**src/dof_pkg.sv**
```systemverilog
// Package of constants, carrier types and mode decode for the dual converter output logic.
package dof_pkg;

    localparam int WORD_W = 14;
    localparam int RAW_W = 16;
    localparam int CHANNELS = 2;

    // Code points of the two output formats, the sleep word and the raw clamp limits.
    localparam logic [13:0] OB_NEG_FS = 14'h0000;
    localparam logic [13:0] OB_MID = 14'h2000;
    localparam logic [13:0] OB_POS_FS = 14'h3FFF;
    localparam logic [13:0] TC_NEG_FS = 14'h2000;
    localparam logic [13:0] TC_MID = 14'h0000;
    localparam logic [13:0] TC_POS_FS = 14'h1FFF;
    localparam logic [13:0] WORD_SLEEP = 14'h0000;
    localparam logic signed [15:0] RAW_POS_LIMIT = 16'sh1FFF;
    localparam logic signed [15:0] RAW_NEG_LIMIT = 16'shE000;

    // Levels of the four-level select pin after its comparator.
    localparam logic [1:0] SEL_GND = 2'h0;
    localparam logic [1:0] SEL_ONE_THIRD = 2'h1;
    localparam logic [1:0] SEL_TWO_THIRDS = 2'h2;
    localparam logic [1:0] SEL_SUPPLY = 2'h3;

    // Register map and field positions.
    localparam logic [7:0] REG_CTRL = 8'h00;
    localparam logic [7:0] REG_STATUS = 8'h04;
    localparam logic [7:0] REG_TIMING = 8'h08;
    localparam int CTRL_SER_EN_BIT = 0;
    localparam int CTRL_TWOS_BIT = 1;
    localparam int CTRL_STAB_BIT = 2;
    localparam logic [2:0] CTRL_RESET = 3'h0;
    localparam int TIMING_HIGH_LSB = 8;

    // Timing figures and their cycle counts at the system clock.
    localparam int SYS_CLK_PERIOD_NS = 40;
    localparam int OUTPUT_DELAY_NS = 80;
    localparam int OUT_DELAY_CYCLES = (OUTPUT_DELAY_NS / SYS_CLK_PERIOD_NS < 1) ? 1 :
        OUTPUT_DELAY_NS / SYS_CLK_PERIOD_NS;
    localparam int CLOCK_LOST_NS = 2000;
    localparam int CLOCK_LOST_CYCLES = (CLOCK_LOST_NS + SYS_CLK_PERIOD_NS - 1) / SYS_CLK_PERIOD_NS;
    localparam int DUTY_MIN_PCT = 30;
    localparam int DUTY_MAX_PCT = 70;
    localparam int PCT_FULL = 100;

    // Format and stabilizer choice carried as one unit.
    typedef struct packed {
        logic twos;
        logic stab;
    } dof_mode_type;

    // Status register layout, high bits first in the word.
    typedef struct packed {
        logic clock_lost;
        logic duty_ok;
        logic b_sleep;
        logic a_sleep;
        logic stab;
        logic twos;
    } dof_status_type;

    typedef enum logic {PH_IDLE, PH_DELAY} dof_phase_type;

    // Decodes the select pin level into format and stabilizer choice.
    function automatic dof_mode_type sel_to_mode(input logic [1:0] sel);
        dof_mode_type m;
        m.twos = (sel == SEL_SUPPLY) || (sel == SEL_TWO_THIRDS);
        m.stab = (sel == SEL_TWO_THIRDS) || (sel == SEL_ONE_THIRD);
        return m;
    endfunction

endpackage

```
**src/dof_code_format.sv**
```systemverilog
// Saturating formatter that turns a signed core result into an output code.
`timescale 1ns/10ps
module dof_code_format
    import dof_pkg::*;
(
    input wire logic twos,
    input wire logic signed [15:0] raw,
    output logic [13:0] code
);

    logic [13:0] sat;

    // Clamp at full scale so an overrange input never wraps around.
    always_comb begin
        if (raw > RAW_POS_LIMIT) begin
            sat = RAW_POS_LIMIT[13:0];
        end else if (raw < RAW_NEG_LIMIT) begin
            sat = RAW_NEG_LIMIT[13:0];
        end else begin
            sat = raw[13:0];
        end
    end

    // One top-bit inversion yields offset binary; two's complement passes unchanged.
    assign code = twos ? sat : {~sat[13], sat[12:0]};

endmodule

```
**src/dof_top.sv**
```systemverilog
// Output formatting, strap decode, clock stabilizer and APB registers of the dual converter.
//
// Design decisions made here: register access over APB and the register offsets.
`timescale 1ns/10ps
module dof_top
    import dof_pkg::*;
(
    input wire logic clk,
    input wire logic reset_n,
    input wire logic clk_en,
    input wire logic sample_clock,
    input wire logic [1:0] format_stabilizer_select,
    input wire logic chan_a_sleep,
    input wire logic chan_b_sleep,
    input wire logic signed [15:0] chan_a_sample,
    input wire logic signed [15:0] chan_b_sample,
    output logic [13:0] channel_a_word,
    output logic [13:0] channel_b_word,
    output logic output_valid_strobe,
    input wire logic psel,
    input wire logic penable,
    input wire logic pwrite,
    input wire logic [7:0] paddr,
    input wire logic [31:0] pwdata,
    output logic [31:0] prdata,
    output logic pready,
    output logic pslverr
);

    localparam int PIN_W = 5;
    localparam int DLY = OUT_DELAY_CYCLES;
    localparam logic [3:0] DLY_LOAD = 4'(OUT_DELAY_CYCLES - 1);
    localparam logic [7:0] LOST_COUNT = 8'(CLOCK_LOST_CYCLES);

    logic [PIN_W-1:0] pin_raw;
    logic [PIN_W-1:0] pin_level;
    logic clk_lvl;
    logic clk_prev;
    logic rise_evt;
    logic fall_evt;
    logic [1:0] sel_lvl;
    logic [CHANNELS-1:0] ch_sleep;
    logic [7:0] since_rise;
    logic [7:0] period;
    logic [7:0] high_time;
    logic duty_ok;
    logic clock_lost;
    logic int_clk;
    logic int_prev;
    logic int_fall;
    dof_phase_type phase;
    logic [3:0] dly_cnt;
    logic load_words;
    logic [2:0] ctrl;
    dof_mode_type pin_mode;
    dof_mode_type ser_mode;
    dof_mode_type mode;
    dof_status_type status;
    logic signed [15:0] raw [CHANNELS];
    logic signed [15:0] pend [CHANNELS];
    logic [13:0] fmt [CHANNELS];
    logic [13:0] word [CHANNELS];
    logic access;
    logic mapped;
    logic [31:0] next_prdata;

    assign pin_raw = {format_stabilizer_select, chan_b_sleep, chan_a_sleep, sample_clock};

    // Three-stage synchronisers; a level counts once the second and third stages agree.
    genvar g;
    generate
        for (g = 0; g < PIN_W; g++) begin : g_sync
            logic s1;
            logic s2;
            logic s3;
            logic lvl;
            always_ff @(posedge clk) begin
                if (!reset_n) begin
                    s1 <= 1'b0;
                    s2 <= 1'b0;
                    s3 <= 1'b0;
                    lvl <= 1'b0;
                end else if (clk_en) begin
                    s1 <= pin_raw[g];
                    s2 <= s1;
                    s3 <= s2;
                    if (s2 == s3) begin
                        lvl <= s3;
                    end
                end
            end
            assign pin_level[g] = lvl;
        end
    endgenerate

    assign clk_lvl = pin_level[0];
    assign ch_sleep = pin_level[2:1];
    assign sel_lvl = pin_level[4:3];
    assign rise_evt = clk_lvl & ~clk_prev;
    assign fall_evt = ~clk_lvl & clk_prev;

    // Serial control overrides the strap pin whenever its enable bit is set.
    assign pin_mode = sel_to_mode(sel_lvl);
    assign ser_mode = '{twos: ctrl[CTRL_TWOS_BIT], stab: ctrl[CTRL_STAB_BIT]};
    assign mode = ctrl[CTRL_SER_EN_BIT] ? ser_mode : pin_mode;

    // Measures period and high time of the sampling clock in system cycles.
    always_ff @(posedge clk) begin
        if (!reset_n) begin
            clk_prev <= 1'b0;
            since_rise <= 8'h00;
            period <= 8'h00;
            high_time <= 8'h00;
        end else if (clk_en) begin
            clk_prev <= clk_lvl;
            if (rise_evt) begin
                period <= since_rise;
                since_rise <= 8'h01;
            end else if (since_rise != 8'hFF) begin
                since_rise <= since_rise + 8'h01;
            end
            if (fall_evt) begin
                high_time <= since_rise;
            end
        end
    end

    // Duty check against the accepted window, and a watchdog on a stalled clock.
    assign duty_ok = (period != 8'h00) &&
        (16'(high_time) * 16'(PCT_FULL) >= 16'(period) * 16'(DUTY_MIN_PCT)) &&
        (16'(high_time) * 16'(PCT_FULL) <= 16'(period) * 16'(DUTY_MAX_PCT));
    assign clock_lost = since_rise >= LOST_COUNT;

    // Internal clock: rebuilt at half the measured period when stabilized, else followed.
    always_ff @(posedge clk) begin
        if (!reset_n) begin
            int_clk <= 1'b0;
            int_prev <= 1'b0;
        end else if (clk_en) begin
            int_prev <= int_clk;
            if (!mode.stab) begin
                int_clk <= clk_lvl;
            end else if (rise_evt) begin
                int_clk <= 1'b1;
            end else if (int_clk && (since_rise >= {1'b0, period[7:1]})) begin
                int_clk <= 1'b0;
            end
        end
    end

    assign int_fall = int_prev & ~int_clk;
    assign output_valid_strobe = int_clk;

    // Samples are taken at the internal falling edge and shown after the output delay.
    always_ff @(posedge clk) begin
        if (!reset_n) begin
            phase <= PH_IDLE;
            dly_cnt <= 4'h0;
        end else if (clk_en) begin
            if (int_fall) begin
                phase <= PH_DELAY;
                dly_cnt <= DLY_LOAD;
            end else begin
                unique case (phase)
                    PH_IDLE: begin
                        dly_cnt <= 4'h0;
                    end
                    PH_DELAY: begin
                        if (dly_cnt == 4'h0) begin
                            phase <= PH_IDLE;
                        end else begin
                            dly_cnt <= dly_cnt - 4'h1;
                        end
                    end
                endcase
            end
        end
    end

    assign load_words = (phase == PH_DELAY) && (dly_cnt == 4'h0) && !int_fall;
    assign raw[0] = chan_a_sample;
    assign raw[1] = chan_b_sample;

    // Per-channel capture, formatting and word register.
    generate
        for (g = 0; g < CHANNELS; g++) begin : g_chan
            dof_code_format u_fmt (
                .twos(mode.twos),
                .raw(pend[g]),
                .code(fmt[g])
            );
            always_ff @(posedge clk) begin
                if (!reset_n) begin
                    pend[g] <= 16'sh0000;
                    word[g] <= WORD_SLEEP;
                end else if (clk_en) begin
                    if (int_fall) begin
                        pend[g] <= raw[g];
                    end
                    if (ch_sleep[g]) begin
                        word[g] <= WORD_SLEEP;
                    end else if (load_words) begin
                        word[g] <= fmt[g];
                    end
                end
            end
        end
    endgenerate

    assign channel_a_word = word[0];
    assign channel_b_word = word[1];

    // APB slave: zero wait states while clk_en is high, error on unmapped addresses.
    assign access = psel & penable;
    assign pready = clk_en;
    assign mapped = (paddr == REG_CTRL) || (paddr == REG_STATUS) || (paddr == REG_TIMING);
    assign pslverr = access & ~mapped;
    assign status = '{clock_lost: clock_lost, duty_ok: duty_ok, b_sleep: ch_sleep[1],
        a_sleep: ch_sleep[0], stab: mode.stab, twos: mode.twos};

    // Read data is chosen in the setup cycle and held through the access phase.
    always_comb begin
        next_prdata = 32'h0000_0000;
        if (paddr == REG_CTRL) begin
            next_prdata = {29'h0, ctrl};
        end else if (paddr == REG_STATUS) begin
            next_prdata = {26'h0, status};
        end else if (paddr == REG_TIMING) begin
            next_prdata = {16'h0, high_time, period};
        end
    end

    // Control register writes take effect at the completing access edge.
    always_ff @(posedge clk) begin
        if (!reset_n) begin
            ctrl <= CTRL_RESET;
            prdata <= 32'h0000_0000;
        end else if (clk_en) begin
            if (psel && !penable && !pwrite) begin
                prdata <= next_prdata;
            end
            if (access && pwrite && (paddr == REG_CTRL)) begin
                ctrl <= pwdata[2:0];
            end
        end
    end
endmodule

```
**config.mk**
```make
export PLATFORM = sky130hd
export DESIGN_NAME = dof_top
export DESIGN_NICKNAME = d
export VERILOG_FILES = /design/src/dof_pkg.sv /design/src/dof_code_format.sv /design/src/dof_top.sv
export SDC_FILE = /design/constraint.sdc
export NUM_CORES = 1
export LEC_CHECK = 0
export BUFFER_PORTS_ARGS = -buffer_cell sky130_fd_sc_hd__buf_4
export CAP_MARGIN = 20
export CORE_UTILIZATION = 60
export CTS_CLUSTER_SIZE = 20
export DETAILED_ROUTE_END_ITERATION = 10
export PLACE_DENSITY = 0.85
export SETUP_SLACK_MARGIN = 0.1
export SLEW_MARGIN = 5
export SYNTH_ARGS = -nofsm -noshare
export SYNTH_HDL_FRONTEND = slang
export SYNTH_HIERARCHICAL = 1
export SYNTH_SLANG_ARGS = --single-unit
```
**constraint.sdc**
```tcl
create_clock -name clk -period 8.94 [get_ports clk]
set_input_delay 1.788 -clock clk [delete_from_list [all_inputs] [get_ports clk]]
set_output_delay 1.788 -clock clk [all_outputs]
set_load 0.01 [all_outputs]
```
* After elaboration in Yosys (flattened, before gate mapping)
Memory sizes are Yosys's and may differ from the RTL's.
Cells that the tools add are included.
** Cells by class
- Add/subtract/negate cells :: 2
- $mul :: 3
- $lt $le $gt $ge :: 8
- Eq/ne operators :: 13
- Muxes and demuxes :: 49
- Bitwise operators :: 18
- Reduce and logical (&&, ||, !) cells :: 32
** Operators by type and width (count)
- 14-bit 2-to-1 mux :: 10
- 16-bit 2-to-1 mux :: 5
- 16-bit by 14-bit greater-than comparator with 1-bit output (second input constant) :: 2
- 16-bit by 14-bit < comparator with 1-bit output (second input constant) :: 2
- 1-bit 2-to-1 mux :: 28
- 2-bit AND reduction :: 12
- 8-bit 2-to-1 mux :: 2
- 15-bit by 13-bit >= comparator with 1-bit output :: 1
- 15-bit <= comparator :: 1
- 8-bit by 6-bit multiplier with 14-bit output (second input constant) :: 1
- 8-bit by 5-bit multiplier with 13-bit output (second input constant) :: 1
- 8-bit by 4-bit multiplier with 12-bit output (second input constant) :: 1
- 1-bit logical AND :: 9
- 8-bit by 1-bit adder with 8-bit output (second input constant) :: 1
- 8-bit by 3-bit == test with 1-bit output (second input constant) :: 1
- 8-bit by 4-bit == test with 1-bit output (second input constant) :: 1
- 8-bit by 6-bit >= comparator with 1-bit output (second input constant) :: 1
- 8-bit by 7-bit >= comparator with 1-bit output :: 1
- 8-bit logical NOT :: 1
- 4-bit 2-to-1 mux :: 2
- 8-bit != test (second input constant) :: 1
- 4-bit one-hot mux with 2 select lines :: 1
- 8-bit nonzero test :: 1
- 1-bit inverter :: 7
- other kinds (13) :: 32
** Storage, ports and cells
- Flip-flop bits (word level) :: 87
- RAM bits :: 60
- Input port bits :: 83
- Output and inout bits :: 63
- Logic and storage cells :: 157
- Memories :: 2
** Memory list
- pend :: words 2, bits a word 16, read ports 2, clocked after Yosys merged registers in 0, write ports 2, line dof_top.sv:60 : logic signed [15:0] pend [CHANNELS];
- word :: words 2, bits a word 14, read ports 2, clocked after Yosys merged registers in 0, write ports 2, line dof_top.sv:62 : logic [13:0] word [CHANNELS];

* Depth between registers and ports, before layout
Gate-level depths: netlist of run 1.
- Depth in word-level cells :: 10
- Depth in mapped cells :: 19
- Gate-level depth less buffers :: 19

* Modules after synthesis
The synthesis of run 1 kept the hierarchy.
** Modules (own cells, without submodules)
- dof_top :: times used 1, cells an instance 796, area an instance 8171.6 um2, sequential area each 3223.1 um2
- dof_code_format :: times used 2, cells an instance 46, area an instance 356.6 um2, sequential area each 0.0 um2

* Worst setup path after synthesis of run 1
No wires, ideal clock.
- Kind :: input-to-output
- Start point :: input paddr[3]
- End point :: output pslverr
- Arrival :: 2.381 ns
- Data required time :: 7.152 ns
- Setup slack :: 4.771 ns
- Stages :: 3
- Buffers on the path :: 1
- Path through :: clkbuf_1 -> nand2_1 -> a31oi_1
** Between the ends
- Word-level cells in the longest chain between the ends :: 5
- Elaborated cells between the ends (all ways) :: 7
- Those cells by class :: eq/ne (2); bitwise (2); reduce/logical (3)
** RTL lines
- from (decl) :: line dof_top.sv:23 : input wire logic [7:0] paddr,
- 8-bit by 3-bit == test with 1-bit output or 8-bit logical NOT (tied branches) :: line dof_top.sv:216 : assign mapped = (paddr == REG_CTRL) || (paddr == REG_STATUS) || (paddr == REG_TIMING);
- 1-bit logical OR :: line dof_top.sv:216
- 1-bit logical OR * :: line dof_top.sv:216
- 1-bit inverter * :: line dof_top.sv:217 : assign pslverr = access & ~mapped;
- 1-bit bitwise AND * :: line dof_top.sv:217
- to (decl) :: line dof_top.sv:27 : output logic pslverr
Every way passes the cells marked *; elsewhere a longest branch is shown, timed or not.

* Final worst setup path of run 1
- Start point :: register period[1]
- End point :: register prdata[4]
** Between the ends
- Word-level cells in the longest chain between the ends :: 6
- Elaborated cells between the ends (all ways) :: 9
- Those cells by class :: mul (2); order compare (2); mux (2); reduce/logical (3)
** RTL lines
- from (decl) :: line dof_top.sv:44 : logic [7:0] period;
- from (signal assigned) :: line dof_top.sv:117 : period <= since_rise;
- 8-bit by 4-bit multiplier with 12-bit output :: line dof_top.sv:130 : (16'(high_time) * 16'(PCT_FULL) >= 16'(period) * 16'(DUTY_MIN_PCT)) &&
- 15-bit by 13-bit >= comparator with 1-bit output :: line dof_top.sv:130
- 1-bit logical AND :: line dof_top.sv:129 : assign duty_ok = (period != 8'h00) &&
- 1-bit logical AND * :: line dof_top.sv:130
- 16-bit 2-to-1 mux * :: line dof_top.sv:226 : end else if (paddr == REG_STATUS) begin
- 16-bit 2-to-1 mux * :: line dof_top.sv:224 : if (paddr == REG_CTRL) begin
- to (signal assigned) :: line dof_top.sv:240 : prdata <= next_prdata;
- to (decl) :: line dof_top.sv:25 : output logic [31:0] prdata,
Marks and branches as above.
A chain may end at the register's enable or synchronous reset.

==> impl_metrics.csv, run 1 <==
group,metric,value,unit
final_layout,final_cells,1169,
synth,yosys_warnings,6,
setup_path,cp-end-kind,"flip-flop",
sta,setup_ws,4.27,ns
sta,slew_headroom,35.1,%
sta,skew,0.00746,ns
final_layout,antenna_cells,0,
setup_path,path_max_fanout,12,
final_layout,final_area,10200,sq um
route,viasPerCell,5.67,
sta,min_period,4.67,ns
route,dr.pass1.iters,5,
route,wirelength,19700,microns
global_routing,grt_pass1_wl,30900,microns
floorplan,num_rows,44,
final_layout,fill_cells,1027,
setup_path,criticalPathCategory,"reg -> reg",
placement,place_inst,1137,
synth,synth_xor_area_share,3.35,%
route,avgRoutedWirePerCell,16.8,microns
power_and_ir_drop,power_switching,0.337,mW
placement,routabilityCongestion,0.820,
cts,numCtsBuffers,17,
global_routing,antenna_found_initial,0,
cts,cts_tree,"built",
min_path,hold_class,"reg -> reg",
final_layout,drive_gt1_share,17.3,%
power_and_ir_drop,powerDensity,141,nW/um^2
sta,finalMaxSlewViolations,0,
sta,finalHoldViolations,0,
synth,ys_async_sr_fraction,0,%
floorplan,dieHeight,124,microns
final_layout,area_growth,15.0,%
cts,path_clk_slew,0.06,ns
floorplan,initial_core_util,61.4,%
synth,synth-edff-count,60,
setup_path,start_kind,"flip-flop",
setup_path,worst_ep_required_time,9.21,ns
cts,cts_buffer_depth,2,
synth,synth_top_family_by_area,"adder cells",
global_routing,grt_overflow_total,0,
synth,ys_types,59,
final_layout,final_common_cell,"ha_1",
cts,htreeDepth,4,
final_layout,post-route-util,70.5,%
synth,synth-compound-area-share,14.3,%
cts,cts_setup_buffers,0,
synth,postSynthAreaPerCell,10.0,sq um
cts,clock_latency,0.42,ns
sta,tns,0,ns
power_and_ir_drop,seq_power_share,45.3,%
sta,rsz0062_at_grt,"false",
sta,setup_viol,0,
placement,io_buffers,100,
power_and_ir_drop,p_comb_share,5.9,%
power_and_ir_drop,total_power,1.44,mW
global_routing,grt_max_degree,72,
sta,fmax,214,MHz
outcome,status,"complete, no violations",
final_layout,mostFrequentLayoutCells,"ha_1, buf_4, dfxtp_1, and2_1",
floorplan,die_area,15300,sq um
floorplan,ioPinCount,146,
cts,ctsResizeCount,0,
synth,ys_ff_latch,131,
floorplan,dieWidth,124,microns
final_layout,nets,1178,
route,first_iter_violations,510,
power_and_ir_drop,cellLeakagePower,4.74,nW
synth,ys_seq_area_share,36.3,%
floorplan,core_area,14500,sq um
global_routing,grtUsageTotal,26.3,%
placement,dp_worst_setup_slack,4.30,ns
route,drcViolationCount,0,
synth,syn_inst,888,
global_routing,grt_pass1_vias,6332,
cts,cts_hold_buffers,0,
synth,synthFlopType,"dfxtp_1",
route,antenna_left,0,
route,vias,6629,
placement,place_area,9620,sq um
cts,clock_sinks,131,
power_and_ir_drop,p_int,1.10,mW
flow_run,max_cap_viol_count,0,
sta,worstMarginPinSlew,0.973,ns
synth,synth_area,8880,sq um
sta,hold_ws,0.458,ns
synth,synth_fa_ha_area_share,19.0,%
power_and_ir_drop,irDropWorstVdd,135,uV
power_and_ir_drop,switching_share,23.5,%
cts,cts_root_buf,"clkbuf_16",
synth,synth-simple-area-share,16.8,%
placement,place_hpwl,13500,microns
sta,post-route-period-util,52.2,%
setup_path,worstPathArrival,4.94,ns
synth,yosys-mux-area-fraction,4.18,%
power_and_ir_drop,p_clk_share,48.8,%
==> final timing paths <==
check	startpoint	end	slack, ns	depth (start not counted)
setup reg to reg	period[1]$_SDFFE_PN0P_	prdata[4]$_SDFFE_PN0P_	4.27	16
setup / recovery	period[1]$_SDFFE_PN0P_	prdata[4]$_SDFFE_PN0P_	4.27	16
hold / removal	g_sync[3].s3$_SDFFE_PN0P_	g_sync[3].lvl$_SDFFE_PN0P_	0.46	2
hold reg to reg	g_sync[3].s3$_SDFFE_PN0P_	g_sync[3].lvl$_SDFFE_PN0P_	0.46	2
==> cell type report <==
type                    instances  area (sq um)  area share [%]
clock buffers                  17           425            4.17
clock inverters                15           170            1.67
inverters                      57           214            2.09
multi-input cells             663          5180            50.8
flip-flops and latches        131          3220            31.6
well taps                     184           230            2.25
repair buffers                102           766            7.50
==> registers in the layout, summed over array words and instances, names as in the netlist <==
signal               flops
clk_lvl                  1
clk_prev                 1
ctrl                     3
dly_cnt                  4
g_sync.lvl               4
g_sync.s1                5
g_sync.s2                5
g_sync.s3                5
high_time                8
int_prev                 1
output_valid_strobe      1
pend                    32
period                   8
phase                    1
prdata                  16
since_rise               8
word                    28
==> critical path: stages, from the launching register on <==
cell and delay, ns:
dfxtp_1 0.65, inv_1 0.18, fa_1 0.55, fa_1 0.53
inv_1 0.04, ha_1 0.32, a21oi_1 0.26, o211ai_1 0.20
a31o_1 0.24, a21oi_1 0.19, xor2_1 0.22, ha_1 0.29
and4_1 0.20, nand3_1 0.08, a21oi_1 0.06, a2111oi_2 0.37
a31oi_1 0.14
==> synth_stat cells, types with 2 or more instances <==
| cell | number | area [sq um] |
|---|---|---|
| o21ai_1 | 13 | 65.1 |
| clkbuf_1 | 20 | 75.1 |
| or2_1 | 3 | 18.8 |
| nor4_1 | 3 | 18.8 |
| buf_2 | 6 | 30.0 |
| buf_6 | 6 | 67.6 |
| o31ai_1 | 2 | 15.0 |
| edfxtp_1 | 60 | 1800 |
| o21a_1 | 2 | 15.0 |
| buf_4 | 19 | 143 |
| xnor2_1 | 17 | 149 |
| a21o_1 | 12 | 90.1 |
| o21ai_0 | 8 | 40.0 |
| a21boi_2 | 14 | 158 |
| and3_2 | 2 | 15.0 |
| ha_1 | 103 | 1290 |
| xor2_1 | 17 | 149 |
| o22ai_2 | 14 | 175 |
| mux2i_1 | 36 | 360 |
| nor2b_1 | 58 | 363 |
| o211a_1 | 2 | 20.0 |
| a31oi_1 | 2 | 12.5 |
| dfxtp_1 | 71 | 1420 |
| or3_1 | 3 | 18.8 |
| and3_1 | 3 | 18.8 |
| nand4_1 | 6 | 37.5 |
| o22ai_1 | 15 | 93.8 |
| a21oi_1 | 31 | 155 |
| o211ai_1 | 2 | 15.0 |
| a21boi_1 | 11 | 82.6 |
| and2_1 | 62 | 388 |
| a22oi_1 | 14 | 105 |
| fa_1 | 20 | 400 |
| nand2b_1 | 8 | 50.1 |
| a2111oi_2 | 2 | 30.0 |
| a21boi_0 | 13 | 97.6 |
| inv_1 | 56 | 210 |
| nor2_1 | 60 | 225 |
| nor3_1 | 13 | 65.1 |
| nand3_1 | 12 | 60.1 |
| nand2_1 | 49 | 184 |
==> metal layers <==
layer	up-vias	global-route usage, %	wire (microns)
li1	3229	-	-
met1	3157	32.3	8210
met2	211	45.4	9910
met3	32	5.49	1170
met4	0	9.49	391
met5	-	0	0
==> power groups by stage <==
stage,clock network (mW),logic [mW],registers (mW)
floorplan,0,0.0581,0.661
CTS,0.705,0.0844,0.652
global placement,0,0.0809,0.663
detailed placement,0,0.0829,0.664
finish,0.701,0.0844,0.652
global route,0.730,0.0919,0.654
==> kinds of logic (layout without fill, tap and decap cells) <==
family	after synthesis	count (layout)
simple gates	286	286
compound gates	167	167
flops	131	131
fa+ha+maj	123	123
buf+inv	109	191
mux	37	37
xor+xnor	34	34
other cells	1	16
Power figures use the tool's default switching activity.
==> run 2, diff against run 1 <==
--- a/config.mk
+++ b/config.mk
@@ -7,10 +7,10 @@
 export LEC_CHECK = 0
 export BUFFER_PORTS_ARGS = -buffer_cell sky130_fd_sc_hd__buf_4
 export CAP_MARGIN = 20
-export CORE_UTILIZATION = 60
+export CORE_UTILIZATION = 52
 export CTS_CLUSTER_SIZE = 20
 export DETAILED_ROUTE_END_ITERATION = 10
-export PLACE_DENSITY = 0.85
+export PLACE_DENSITY = 0.78
 export SETUP_SLACK_MARGIN = 0.1
 export SLEW_MARGIN = 5
 export SYNTH_ARGS = -nofsm -noshare
==> constraint.sdc (replaced) <==
create_clock -name clk -period 4.08 [get_ports clk]
set_input_delay 0.816 -clock clk [delete_from_list [all_inputs] [get_ports clk]]
set_output_delay 0.816 -clock clk [all_outputs]
set_load 0.01 [all_outputs]
==> run 2 against run 1 <==
Compared with the run above: sequential power grew 120%; register-to-register slack lost 4.2 ns; routed wire length grew 0.11%; setup slack lost 4.2 ns; via count grew 1.1%; power grew 120%; maximum frequency grew 16%; global-route usage shrank 3.1 points; clock skew shrank 0.0016 ns; core utilization shrank 6.3 points; clock power grew 110%; critical endpoint unchanged; largest cell class unchanged; largest power group unchanged.
==> impl_metrics.csv, run 2 (same netlist as run 1, synthesis figures left out) <==
group,metric,value,unit
outcome,status,"complete, no violations",
sta,skew,0.00590,ns
placement,io_buffers,100,
floorplan,die_area,17600,sq um
cts,numCtsBuffers,17,
power_and_ir_drop,p_clk_share,48.0,%
sta,finalMaxSlewViolations,0,
global_routing,grtUsageMet2,38.0,%
final_layout,top_register,"pend",
global_routing,antenna_found_initial,0,
sta,fmax,249,MHz
route,viasPerCell,5.39,
sta,min_period,4.01,ns
global_routing,grt_pass1_vias,6500,
route,first_iter_violations,312,
setup_path,max_stage_delay,0.37,ns
global_routing,grt_util_met3,4.33,%
final_layout,final_common_cell,"buf_4",
sta,setup_viol,0,
setup_path,endpoint,"prdata[4]$_SDFFE_PN0P_",
setup_path,rr_startpoint,"high_time[4]$_SDFFE_PN0P_",
setup_path,critPathBufInv,1,
floorplan,core_area,16600,sq um
route,dr.pass1.iters,5,
final_layout,largest_reg_flops,32,
placement,place_hpwl,13900,microns
floorplan,dieHeight,133,microns
floorplan,ioPinCount,146,
floorplan,initial_core_util,53.4,%
final_layout,largestRegisters,"pend (32), word (28), prdata (16)",
final_layout,nets,1220,
sta,slew_headroom,36.3,%
final_layout,area_growth,20.3,%
setup_path,cp_cell_sequence,"buf_4, ha_1, ha_1, ha_1, ha_4, and3_1, a221o_1, o41ai_2, xnor2_1, ha_1, nand4_1, o22ai_1, nor3_1, a32oi_1, o21a_1, a31oi_1",
global_routing,busiest_layer,"met2",
route,antenna_left,0,
setup_path,rr_endpoint,"prdata[4]$_SDFFE_PN0P_",
sta,post-route-period-util,98.3,%
setup_path,start_kind,"flip-flop",
setup_path,crit_path_start,"high_time[4]$_SDFFE_PN0P_",
floorplan,num_rows,47,
setup_path,path_max_fanout,6,
route,avgRoutedWirePerCell,15.8,microns
route,wirelength,19700,microns
final_layout,antenna_cells,0,
cts,clock_latency,0.42,ns
final_layout,regArea,3230,sq um
sta,worstMarginPinSlew,0.955,ns
final_layout,drive_gt1_share,22.4,%
final_layout,multi_input_area,5320,sq um
setup_path,rr_worst_depth,16,
final_layout,mostFrequentLayoutCells,"buf_4, ha_1, dfxtp_1, and2_1",
power_and_ir_drop,power_switching,0.662,mW
floorplan,dieWidth,133,microns
cts,cts_buffer_depth,2,
setup_path,criticalPathCategory,"reg -> reg",
power_and_ir_drop,cellLeakagePower,4.94,nW
power_and_ir_drop,p_int,2.43,mW
cts,htreeDepth,4,
placement,routabilityCongestion,0.861,
cts,clock_sinks,131,
setup_path,crit_top_cell,"ha_1",
global_routing,grtUsageTotal,23.2,%
flow_run,max_cap_viol_count,0,
power_and_ir_drop,p_comb_share,5.9,%
power_and_ir_drop,switching_share,21.4,%
setup_path,crit_family,"adder cells",
global_routing,grt_max_degree,72,
sta,hold_ws,0.452,ns
route,drcViolationCount,0,
sta,tns,0,ns
final_layout,final_area,10700,sq um
route,vias,6701,
power_and_ir_drop,seq_power_share,46.1,%
global_routing,use_met1,30.9,%
power_and_ir_drop,total_power,3.10,mW
global_routing,grt_overflow_total,0,
sta,finalHoldViolations,0,
setup_path,crit_cells,16,
final_layout,fill_cells,1345,
cts,cts_tree,"built",
global_routing,grt_pass1_wl,32200,microns
sta,rsz0062_at_grt,"true",
setup_path,worstPathArrival,4.36,ns
setup_path,timing.reg2reg.setup_slack,0.07,ns
cts,cts_hold_buffers,0,
power_and_ir_drop,irDropWorstVdd,330,uV
cts,path_clk_slew,0.05,ns
placement,place_area,9940,sq um
setup_path,worst_ep_required_time,4.43,ns
setup_path,cp-end-kind,"flip-flop",
power_and_ir_drop,powerDensity,290,nW/um^2
min_path,hold_class,"reg -> reg",
cts,cts_root_buf,"clkbuf_16",
setup_path,critPathSlowestCell,"ha_1",
[run 2: cell count changes in the layout (fill, tap and decap cells not counted), sizes merged]
cell / delta
clkinvlp: -1
inv: -7
clkinv: +4
bufinv: +1
buf: +42
[run 2: worst reg2reg max path, stage by stage, from the launching register on]
cell	delay (ns)
dfxtp_1	0.34
buf_4	0.17
ha_1	0.30
ha_1	0.31
ha_1	0.37
ha_4	0.29
and3_1	0.18
a221o_1	0.32
o41ai_2	0.33
xnor2_1	0.21
ha_1	0.29
nand4_1	0.15
o22ai_1	0.09
nor3_1	0.21
a32oi_1	0.08
o21a_1	0.18
a31oi_1	0.13
[run 2: routing by layer]
| layer | routed length (microns) | vias to the layer above |
|---|---|---|
| li1 | - | 3312 |
| met4 | 310 | 0 |
| met1 | 8680 | 3159 |
| met2 | 9650 | 198 |
| met3 | 1070 | 32 |
| met5 | 0 | - |
[run 2: what timing repair did]
action | CTS | global route
resized for setup | 14 | 7
pin swaps | 18 | 2
setup endpoints to repair | 1 | 1
gates cloned | 0 | 0
setup buffers | 8 | 0
[run 2: per-stage QoR]
| step | std cells | util (%) | worst slack [ns] |
|---|---|---|---|
| finish | 1244 | 64.2 | 0.0674 |
| global route | 1244 | 64.2 | -0.0701 |
| CTS | 1244 | 64.1 | 0.119 |
| detailed placement | 1207 | 59.7 | -0.149 |
| global placement | 1207 | 59.7 | -0.0739 |
| floorplan | 903 | - | 0.104 |
[run 2: power by group through the flow]
stage                     sequential (mW)  combinational (mW)  clock [mW]
after floorplan                      1.45               0.127           0
after global placement               1.45               0.180           0
after detailed placement             1.46               0.183           0
after CTS                            1.43               0.184        1.50
after global routing                 1.43               0.200        1.58
final                                1.43               0.183        1.49
[run 2: worst min-delay path by stage]
| stage | start | endpoint | slack (ns) | cells past startpoint |
|---|---|---|---|---|
| after CTS | prdata[0]$_SDFFE_PN0P_ | prdata[0]$_SDFFE_PN0P_ | 0.45 | 2 |
| after global routing | prdata[0]$_SDFFE_PN0P_ | prdata[0]$_SDFFE_PN0P_ | 0.47 | 2 |
| after global placement | g_sync[0].s3$_SDFFE_PN0P_ | clk_lvl$_SDFFE_PN0P_ | 0.44 | 2 |
| after detailed placement | prdata[0]$_SDFFE_PN0P_ | prdata[0]$_SDFFE_PN0P_ | 0.45 | 2 |
| final | prdata[0]$_SDFFE_PN0P_ | prdata[0]$_SDFFE_PN0P_ | 0.45 | 2 |
| after floorplan | g_sync[0].s3$_SDFFE_PN0P_ | clk_lvl$_SDFFE_PN0P_ | 0.43 | 2 |
[run 2: final cells by class]
cell class	instances	share of cell area [%]
clock buffer	17	3.98
sequential	131	30.2
multi-input combinational	663	49.7
tap	220	2.58
inverter	57	2.00
timing repair buffer	144	10.1
clock inverter	12	1.32
